[config.mk]
export PLATFORM = sky130hd
export DESIGN_NAME = ppc_port_policy
export DESIGN_NICKNAME = d
export VERILOG_FILES = /design/src/hw/ppc_pkg.sv /design/src/hw/ppc_port_policy.sv
export VERILOG_INCLUDE_DIRS = /design/src /design/src/hw
export SDC_FILE = /design/constraint.sdc
export NUM_CORES = 2
export LEC_CHECK = 0
export BUFFER_PORTS_ARGS = -buffer_cell sky130_fd_sc_hd__buf_2
export CAP_MARGIN = 40
export CORE_MARGIN = 2
export CORE_UTILIZATION = 35
export DETAILED_ROUTE_END_ITERATION = 10
export PLACE_DENSITY = 0.6
export SYNTH_ARGS = -nofsm -noshare
export SYNTH_HDL_FRONTEND = slang
export SYNTH_SLANG_ARGS = --single-unit
export TNS_END_PERCENT = 1
[constraint.sdc]
create_clock -name clock -period 14.4 [get_ports clock]
set_clock_uncertainty 0.1 [all_clocks]
set_input_delay 1.44 -clock clock [delete_from_list [all_inputs] [get_ports clock]]
set_output_delay 1.44 -clock clock [all_outputs]
set_load 0.01 [all_outputs]
[src/hw/ppc_map.svh]
/*
 constants for the port policy control block: reset values, codes, timing counts.
 assumes a 10 MHz system clock and inclusion by bare name.
*/
`ifndef PPC_MAP_SVH
`define PPC_MAP_SVH

// ----------------------------------------
// clock and timing
// ----------------------------------------
`define PPC_CLK_KHZ 10000
`define PPC_DEGLITCH_MIN_NS 1000
`define PPC_DEGLITCH_NS 5000
`define PPC_DEGLITCH_CYC ((`PPC_DEGLITCH_NS * `PPC_CLK_KHZ) / 1000000)
`define PPC_BIT_NS 24000
`define PPC_BIT_CYC ((`PPC_BIT_NS * `PPC_CLK_KHZ) / 1000000)
`define PPC_IDLE_US 200
`define PPC_IDLE_CYC ((`PPC_IDLE_US * `PPC_CLK_KHZ) / 1000)
`define PPC_ICONV_US 800
`define PPC_ICONV_CYC ((`PPC_ICONV_US * `PPC_CLK_KHZ) / 1000)
`define PPC_VCONV_US 1000
`define PPC_VCONV_CYC ((`PPC_VCONV_US * `PPC_CLK_KHZ) / 1000)
`define PPC_WD_MS 2000
`define PPC_WD_CYC (`PPC_WD_MS * `PPC_CLK_KHZ)
`define PPC_IAVG_MS 100
`define PPC_IAVG_N 125
`define PPC_DISC_N 16

// ----------------------------------------
// codes and reset values
// ----------------------------------------
`define PPC_WD_OFF_CODE 4'hb
`define PPC_MAP_DEFAULT 8'he4
`define PPC_ALLOC_4W 2'h0
`define PPC_ALLOC_7W 2'h1
`define PPC_ALLOC_15W 2'h2
`define PPC_ALLOC_30W 2'h3
`define PPC_CLASS_MAX 3'h4
`define PPC_CLASS_3 3'h3
`define PPC_CLASS_2 3'h2

`endif

[src/hw/ppc_pkg.sv]
/*
 types shared by the port policy control block.
 assumes the map header for constants.
*/
package ppc_pkg;
	// per-port foldback selection group
	typedef struct packed {
		logic double_foldback_select;
		logic alt_inrush_curve_enable;
		logic alt_operational_curve_enable;
	} ppc_fold_cfg_s;
	// analog curve selection handed to the channel
	typedef struct packed {
		logic inrush;
		logic use_2x;
		logic alt;
	} ppc_curve_s;
	// shutdown receiver states
	typedef enum logic [2:0] {RX_IDLE, RX_START, RX_BITS, RX_HOLD} ppc_rx_e;
	// classification result group
	typedef struct packed {
		logic [2:0] assigned_class;
		logic start_fault;
		logic insufficient_power;
	} ppc_class_s;
endpackage

[src/hw/ppc_port_policy.sv]
/*
 port policy logic of an eight channel power sourcing controller: remapping,
 fast shutdown priority, converter sequencing and averaging, bus watchdog,
 foldback curve selection and class assignment.
 assumes a 10 MHz clock; shutdown input and bus clock are asynchronous pins.
*/
// Function
// - map ports only within own group
// - drop group remap unless all off
// - invalid remap keeps prior, acked anyway
// - soft reset keeps map, hard resets
// - mask bit selects one or three bit
// - one bit: flagged ports off on high
// - three bit codes, zero highest priority
// - disable when shutdown code <= priority
// - deglitch input, long pulse is start
// - eight current, two shared converters
// - current 100 ms, discovery 16 ms
// - current 800 us, others 1 ms
// - detection averages sixteen samples
// - watchdog sees bus clock edges, resets
// - two seconds idle sets status, latches
// - status clears by reset or zero write
// - code 1011b disables watchdog, preset
// - inrush ignores double foldback bit
// - powered uses 2x or 1x curve
// - per-port alternative curve enables
// - low allocation high class: fault
`include "ppc_map.svh"
`timescale 1ns/1ps
`default_nettype none

module ppc_port_policy #(
	parameter int WD_CYC = `PPC_WD_CYC
) (
	input wire logic clock,
	input wire logic reset_n,
	input wire logic soft_reset,
	input wire logic fast_shutdown_input,
	input wire logic bus_scl,
	input wire logic map_write,
	input wire logic [15:0] map_wdata,
	output logic [15:0] map_rdata,
	output logic map_ack,
	input wire logic [7:0] port_off_mode,
	input wire logic multibit_priority_select,
	input wire logic [7:0] port_low_priority_flag,
	input wire logic [23:0] port_priority_code,
	input wire logic [3:0] watchdog_disable,
	input wire logic watchdog_status_clear,
	output logic watchdog_timeout_status,
	output logic bus_reset,
	output logic [7:0] port_shutdown,
	input wire logic [7:0] port_powered,
	input wire logic [7:0] power_good,
	input wire ppc_pkg::ppc_fold_cfg_s [7:0] fold_cfg,
	output ppc_pkg::ppc_curve_s [7:0] curve,
	input wire logic [7:0] cur_sample_valid,
	input wire logic [111:0] cur_sample,
	output logic [7:0] cur_conv_start,
	output logic [1:0] shared_conv_start,
	input wire logic [1:0] shared_sample_valid,
	input wire logic [27:0] shared_sample,
	output logic [111:0] cur_average,
	output logic [27:0] disc_average,
	output logic [1:0] disc_average_valid,
	input wire logic [15:0] port_alloc,
	input wire logic [23:0] requested_class,
	output ppc_pkg::ppc_class_s [7:0] class_result
);

	// ----------------------------------------
	// helpers
	// ----------------------------------------
	// a group map is valid when its four 2-bit codes are distinct
	function automatic logic map_ok(input logic [7:0] m);
		map_ok = (m[1:0] != m[3:2]) && (m[1:0] != m[5:4]) && (m[1:0] != m[7:6]) &&
			(m[3:2] != m[5:4]) && (m[3:2] != m[7:6]) && (m[5:4] != m[7:6]);
	endfunction

	// ----------------------------------------
	// input synchronisers
	// ----------------------------------------
	logic [1:0] oss_sync_q; // shutdown pin sync
	logic [1:0] scl_sync_q; // bus clock sync
	logic scl_last_q; // for edge finding
	always_ff @(posedge clock or negedge reset_n) begin
		if (!reset_n) begin
			oss_sync_q <= 2'h0;
			scl_sync_q <= 2'h3;
			scl_last_q <= 1'h1;
		end else begin
			oss_sync_q <= {oss_sync_q[0], fast_shutdown_input};
			scl_sync_q <= {scl_sync_q[0], bus_scl};
			scl_last_q <= scl_sync_q[1];
		end
	end
	wire scl_edge = scl_sync_q[1] ^ scl_last_q;

	// ----------------------------------------
	// port remapping
	// ----------------------------------------
	logic [15:0] map_q; // two groups, 2-bit channel per port
	// a group is written only when all four ports are off and codes distinct
	wire grp0_wr = map_write && (&port_off_mode[3:0]) && map_ok(map_wdata[7:0]);
	wire grp1_wr = map_write && (&port_off_mode[7:4]) && map_ok(map_wdata[15:8]);
	// map held by hard reset only; soft reset has no effect here
	always_ff @(posedge clock or negedge reset_n) begin
		if (!reset_n) begin
			map_q <= {`PPC_MAP_DEFAULT, `PPC_MAP_DEFAULT};
		end else begin
			if (grp0_wr) map_q[7:0] <= map_wdata[7:0];
			if (grp1_wr) map_q[15:8] <= map_wdata[15:8];
		end
	end
	// ack every write regardless of outcome
	always_ff @(posedge clock or negedge reset_n) begin
		if (!reset_n) map_ack <= 1'h0;
		else map_ack <= map_write;
	end
	assign map_rdata = map_q;

	// ----------------------------------------
	// shutdown input deglitch and receiver
	// ----------------------------------------
	logic oss_filt_q; // filtered level
	logic [7:0] dg_cnt_q; // deglitch count
	always_ff @(posedge clock or negedge reset_n) begin
		if (!reset_n) begin
			oss_filt_q <= 1'h0;
			dg_cnt_q <= 8'h0;
		end else if (oss_sync_q[1] == oss_filt_q) begin
			dg_cnt_q <= 8'h0;
		end else if (dg_cnt_q == 8'(`PPC_DEGLITCH_CYC - 1)) begin
			oss_filt_q <= oss_sync_q[1];
			dg_cnt_q <= 8'h0;
		end else begin
			dg_cnt_q <= dg_cnt_q + 8'h1;
		end
	end

	ppc_pkg::ppc_rx_e rx_q; // receiver state
	logic [11:0] rx_cnt_q; // bit timing
	logic [1:0] rx_idx_q; // bit index
	logic [2:0] rx_code_q; // received code
	logic [2:0] shut_code_q; // active shutdown code
	logic shut_active_q; // code in force
	// start bit from idle, then three data bits msb first, released on idle
	always_ff @(posedge clock or negedge reset_n) begin
		if (!reset_n) begin
			rx_q <= ppc_pkg::RX_IDLE;
			rx_cnt_q <= 12'h0;
			rx_idx_q <= 2'h0;
			rx_code_q <= 3'h0;
			shut_code_q <= 3'h0;
			shut_active_q <= 1'h0;
		end else begin
			rx_cnt_q <= rx_cnt_q + 12'h1;
			case (rx_q)
				ppc_pkg::RX_IDLE: begin
					rx_cnt_q <= 12'h0;
					if (oss_filt_q) rx_q <= ppc_pkg::RX_START;
				end
				ppc_pkg::RX_START: begin
					if (rx_cnt_q == 12'(`PPC_BIT_CYC + `PPC_BIT_CYC / 2)) begin
						rx_cnt_q <= 12'h0;
						rx_idx_q <= 2'h0;
						rx_q <= ppc_pkg::RX_BITS;
					end
				end
				ppc_pkg::RX_BITS: begin
					if (rx_cnt_q == 12'h0) begin
						rx_code_q <= {rx_code_q[1:0], oss_filt_q};
						rx_idx_q <= rx_idx_q + 2'h1;
					end
					if (rx_cnt_q == 12'(`PPC_BIT_CYC - 1)) rx_cnt_q <= 12'h0;
					if (rx_idx_q == 2'h3) begin
						shut_code_q <= rx_code_q;
						shut_active_q <= 1'h1;
						rx_cnt_q <= 12'h0;
						rx_q <= ppc_pkg::RX_HOLD;
					end
				end
				default: begin
					// wait for a long idle before the next frame
					if (oss_filt_q) rx_cnt_q <= 12'h0;
					else if (rx_cnt_q == 12'(`PPC_IDLE_CYC)) begin
						shut_active_q <= 1'h0;
						rx_q <= ppc_pkg::RX_IDLE;
					end
				end
			endcase
		end
	end

	// ----------------------------------------
	// watchdog
	// ----------------------------------------
	logic [31:0] wd_cnt_q; // cycles since last bus clock edge
	logic wd_latch_q; // ports latched off
	wire wd_enabled = (watchdog_disable != `PPC_WD_OFF_CODE);
	wire wd_expire = (wd_cnt_q == 32'(WD_CYC - 1));
	// count idle bus clock, set status even when disabled
	always_ff @(posedge clock or negedge reset_n) begin
		if (!reset_n) begin
			wd_cnt_q <= 32'h0;
			watchdog_timeout_status <= 1'h0;
			wd_latch_q <= 1'h0;
			bus_reset <= 1'h0;
		end else begin
			bus_reset <= wd_expire && wd_enabled;
			if (scl_edge || wd_expire) wd_cnt_q <= 32'h0;
			else wd_cnt_q <= wd_cnt_q + 32'h1;
			// set wins over a clear in the same cycle
			if (wd_expire) watchdog_timeout_status <= 1'h1;
			else if (watchdog_status_clear || soft_reset) watchdog_timeout_status <= 1'h0;
			if (wd_expire && wd_enabled) wd_latch_q <= 1'h1;
			else if (soft_reset) wd_latch_q <= 1'h0;
		end
	end

	// ----------------------------------------
	// per-port shutdown, curves, class
	// ----------------------------------------
	genvar p;
	generate
		for (p = 0; p < 8; p++) begin : g_port
			wire [2:0] prio = port_priority_code[3*p +: 3];
			wire single_off = oss_filt_q && port_low_priority_flag[p];
			wire multi_off = shut_active_q && (shut_code_q <= prio);
			wire [1:0] alloc = port_alloc[2*p +: 2];
			wire [2:0] req = requested_class[3*p +: 3];
			wire low_alloc = (alloc == `PPC_ALLOC_4W) || (alloc == `PPC_ALLOC_7W);
			wire too_big = low_alloc && (req >= `PPC_CLASS_3);
			wire [2:0] cap = (alloc == `PPC_ALLOC_15W) ? `PPC_CLASS_3 :
				(alloc == `PPC_ALLOC_30W) ? `PPC_CLASS_MAX : `PPC_CLASS_2;
			wire [2:0] asg = (req > cap) ? cap : req;
			wire inrush = port_powered[p] && !power_good[p];
			// shutdown, curve and class registers
			always_ff @(posedge clock or negedge reset_n) begin
				if (!reset_n) begin
					port_shutdown[p] <= 1'h0;
					curve[p] <= '0;
					class_result[p] <= '0;
				end else begin
					port_shutdown[p] <= wd_latch_q || (multibit_priority_select ? multi_off : single_off);
					curve[p].inrush <= inrush;
					curve[p].use_2x <= !inrush && fold_cfg[p].double_foldback_select;
					curve[p].alt <= inrush ? fold_cfg[p].alt_inrush_curve_enable :
						fold_cfg[p].alt_operational_curve_enable;
					class_result[p].assigned_class <= too_big ? 3'h0 : asg;
					class_result[p].start_fault <= too_big;
					class_result[p].insufficient_power <= too_big;
				end
			end
		end
	endgenerate

	// ----------------------------------------
	// converters
	// ----------------------------------------
	logic [13:0] iconv_cnt_q; // current conversion period
	logic [13:0] vconv_cnt_q; // shared conversion period
	wire iconv_tick = (iconv_cnt_q == 14'(`PPC_ICONV_CYC - 1));
	wire vconv_tick = (vconv_cnt_q == 14'(`PPC_VCONV_CYC - 1));
	// conversion pacing for all ten converters
	always_ff @(posedge clock or negedge reset_n) begin
		if (!reset_n) begin
			iconv_cnt_q <= 14'h0;
			vconv_cnt_q <= 14'h0;
			cur_conv_start <= 8'h0;
			shared_conv_start <= 2'h0;
		end else begin
			iconv_cnt_q <= iconv_tick ? 14'h0 : iconv_cnt_q + 14'h1;
			vconv_cnt_q <= vconv_tick ? 14'h0 : vconv_cnt_q + 14'h1;
			cur_conv_start <= {8{iconv_tick}} & port_powered;
			shared_conv_start <= {2{vconv_tick}};
		end
	end

	// per-channel current average over 125 samples of 800 us
	generate
		for (p = 0; p < 8; p++) begin : g_iavg
			logic [20:0] acc_q;
			logic [6:0] n_q;
			always_ff @(posedge clock or negedge reset_n) begin
				if (!reset_n) begin
					acc_q <= 21'h0;
					n_q <= 7'h0;
					cur_average[14*p +: 14] <= 14'h0;
				end else if (!port_powered[p]) begin
					acc_q <= 21'h0;
					n_q <= 7'h0;
				end else if (cur_sample_valid[p]) begin
					if (n_q == 7'(`PPC_IAVG_N - 1)) begin
						cur_average[14*p +: 14] <= 14'((acc_q + 21'(cur_sample[14*p +: 14])) /
							21'(`PPC_IAVG_N));
						acc_q <= 21'h0;
						n_q <= 7'h0;
					end else begin
						acc_q <= acc_q + 21'(cur_sample[14*p +: 14]);
						n_q <= n_q + 7'h1;
					end
				end
			end
		end
		// shared converter discovery average of sixteen samples
		for (p = 0; p < 2; p++) begin : g_davg
			logic [17:0] acc_q;
			logic [3:0] n_q;
			always_ff @(posedge clock or negedge reset_n) begin
				if (!reset_n) begin
					acc_q <= 18'h0;
					n_q <= 4'h0;
					disc_average[14*p +: 14] <= 14'h0;
					disc_average_valid[p] <= 1'h0;
				end else begin
					disc_average_valid[p] <= 1'h0;
					if (shared_sample_valid[p]) begin
						if (n_q == 4'(`PPC_DISC_N - 1)) begin
							disc_average[14*p +: 14] <= 14'((acc_q + 18'(shared_sample[14*p +: 14])) /
								18'(`PPC_DISC_N));
							disc_average_valid[p] <= 1'h1;
							acc_q <= 18'h0;
							n_q <= 4'h0;
						end else begin
							acc_q <= acc_q + 18'(shared_sample[14*p +: 14]);
							n_q <= n_q + 4'h1;
						end
					end
				end
			end
		end
	endgenerate

endmodule // ppc_port_policy

`default_nettype wire

==> impl_metrics.yaml <==
outcome:
  status: "complete, no violations"
synth:
  synth_edf_count: 0
  ys_ff_latch: 600
  yosysSeqAreaShare_pct: 23.35
  synth.distinct_cells: 156
  async_reset_ff_share_pct: 100.0
  synthFlopType: "dfrtp_1"
  yosys_warnings: 0
  syn_inst: 8289
  avgSynthCellArea_um2: 7.763
  synth_nets: 8815
  syn-cell-area_um2: 64350
route:
  first_pass_iters: 5
  vias: 66890
  wl_met1_um: 89570
  drt_wl_total_um: 201000
  viasPerCell: 5.842
  wl_met2_um: 94550
  wl_per_cell_um: 17.56
  ant_nets: 0
  met3_length_um: 9277
  drtIter0Drc: 4958
  dr.max_layer_used: "met5"
  drc: 0
clock_tree:
  numCtsBuffers: 83
  cts_tree: "built"
  root_buffer: "clkbuf_16"
  htreeDepth: 3
  cts.path.max_buffers: 3
  cts_sinks: 600
  clock_latency_ps: 720
  clk_pin_slew_worst_paths_ps: 60
global_route:
  grt_max_degree: 168
  grt_pass1_vias: 63260
  grt_pass1_wl_um: 325600
  grt_use_total_pct: 20.48
  antenna_found_initial: 20
  grt.overflow.total: 0
run:
  max_cap_violations: 0
placement:
  dp_slack_ps: -38.67
  gp_congestion: 0.9211
  dp_cells: 11280
  dp_hpwl_um: 154000
  numPortBuffers: 540
timing:
  fmax_mhz: 72.64
  setup_viol: 0
  finalSetupTns_ps: 0
  fin_crit_sh_pct: 95.60
  finalCriticalPeriod_ps: 13770
  slew_violations: 0
  slew_headroom_pct: 24.28
  final_hold_viol_count: 0
  fin_ws_ps: 632.9
  worst_slew_pin_slew_ps: 1132
  grt_setup_unrepaired: "true"
  holdWs_ps: 245.7
finish:
  stdcell_count: 11450
  syn2layout_area_growth_pct: 15.68
  layout_commonest_cell: "nand2_1"
  mostFrequentLayoutCells: "nand2_1, nor2_1, o21ai_0"
  final_util_pct: 40.70
  drive_gt1_share_pct: 17.22
  nNetsFinal: 9433
setup_path:
  crit_fanout: 11
  cp-end-kind: "flip-flop"
  startpoint_type: "input pin"
  critical_path_class: "in2reg"
  crit_required_ps: 14910
  arrival_ps: 14280
  worst_path_max_delay_cell: "or4_1"
  max_stage_delay_ps: 610
  cp_common_cell: "or3_1"
floorplanning:
  fp.coreArea_um2: 182900
  die_h_um: 432.8
  die_area_um2: 187300
  start_util_pct: 35.18
  rows: 157
  io_pins: 541
  die_w_um: 432.8
power:
  irDropWorstVdd_mv: 0.4464
  powerDensity_nw_per_um2: 256.4
  p_leak_nw: 30.91
worst_hold_path:
  hp-class: "reg2reg"
[registers in the layout, indices dropped and copies added (netlist names), 2 cells and up]
name / count
class_result: 32
scl_sync_q: 2
disc_average_valid: 2
disc_average: 28
iconv_cnt_q: 14
g_iavg.n_q: 56
port_shutdown: 8
wd_cnt_q: 32
g_iavg.acc_q: 168
g_davg.n_q: 8
cur_average: 112
rx_q: 2
cur_conv_start: 8
g_davg.acc_q: 36
oss_sync_q: 2
map_rdata: 16
dg_cnt_q: 8
rx_idx_q: 2
vconv_cnt_q: 14
rx_code_q: 3
rx_cnt_q: 12
shut_code_q: 3
curve: 24
[where the power goes]
part / switching, W / internal [W] / leakage, nW
logic: 0.00902 / 0.00585 / 21.6
clock network: 0.000895 / 0.00132 / 1.41
registers: 0.000124 / 0.00188 / 7.95
total: 0.0100 / 0.00905 / 30.9
[synth_stat cells (117+ instances only)]
library cell | instances | area (um^2)
dfrtp_1 | 589 | 14740
a211oi_1 | 154 | 1156
xnor2_1 | 352 | 3083
ha_1 | 218 | 2728
o21ai_0 | 634 | 3173
a21o_1 | 138 | 1036
nand3_1 | 288 | 1441
nand4_1 | 117 | 732.0
a31oi_1 | 140 | 875.8
xor2_1 | 170 | 1489
inv_1 | 272 | 1021
nor2_1 | 814 | 3055
clkbuf_1 | 217 | 814.5
o211ai_1 | 129 | 968.4
nand2_1 | 868 | 3258
nor3_1 | 219 | 1096
mux2i_1 | 137 | 1371
a21oi_1 | 506 | 2532
[cells by family after synthesis]
group                      count (synthesis)  share of synthesized area [%]
adders and majority gates                255                          4.972
and+or+nand+nor                         3099                          23.39
DFF                                      600                          23.35
buffers and inverters                    577                          3.693
AOI/OAI and AO/OA                       2977                          33.12
xor gates and xnor gates                 531                          7.333
muxes                                    250                          4.134
[per-stage QoR]
step           power (W)  cell area [um^2]
4_1_cts          0.01886             74050
3_5_place_dp     0.01647             71140
6_report         0.01909             74440
3_3_place_gp     0.01622             70860
5_1_grt          0.02074             74430
2_1_floorplan    0.01291             64350
[path summary, 6_finish.rpt]
path                                  endpoint  slack [ps]               start  cells after the start
max                            cur_average[14]         630      cur_sample[14]                     46
min                              oss_sync_q[1]         250       oss_sync_q[0]                      0
max reg2reg                    cur_average[14]        1090  g_iavg[1].acc_q[0]                     45
min reg2reg                      oss_sync_q[1]         250       oss_sync_q[0]                      0
max in group asynchronous  g_iavg[5].acc_q[14]       11020             reset_n                      5
min in group asynchronous      class_result[4]         580             reset_n                      1
[timing repair]
item | 4_1_cts | 5_1_grt
resized for setup | 0 | 54
endpoints found under the setup margin | 0 | 10
endpoints found under the hold margin | 0 | 0
buffers inserted | 0 | 7
hold buffers | 0 | 0
[layer usage]
layer / global-route usage (%) / up-vias
met2: 34.63 / 1796
li1: - / 32670
met1: 26.45 / 32060
met5: 0 / -
met3: 2.278 / 358
met4: 8.283 / 8
[worst max-delay path: cells and delay by family]
kind	cells	cell delay (ps)
AOI/OAI and AO/OA	22	5690
xor gates and xnor gates	1	310
adders and majority gates	3	850
buffers and inverters	2	180
muxes	3	990
and+or+nand+nor	15	4790
[layout make-up]
type                            count  area (um^2)
Antenna cell                       11        27.53
Clock buffer                      113         2372
Clock inverter                     39        540.5
Fill cell                       18790       108400
Inverter                          272         1021
Multi-Input combinational cell   7112        47300
Sequential cell                   600        15030
Tap cell                         2464         3083
Timing Repair Buffer              838         5060
Power figures use the tool's default switching activity.
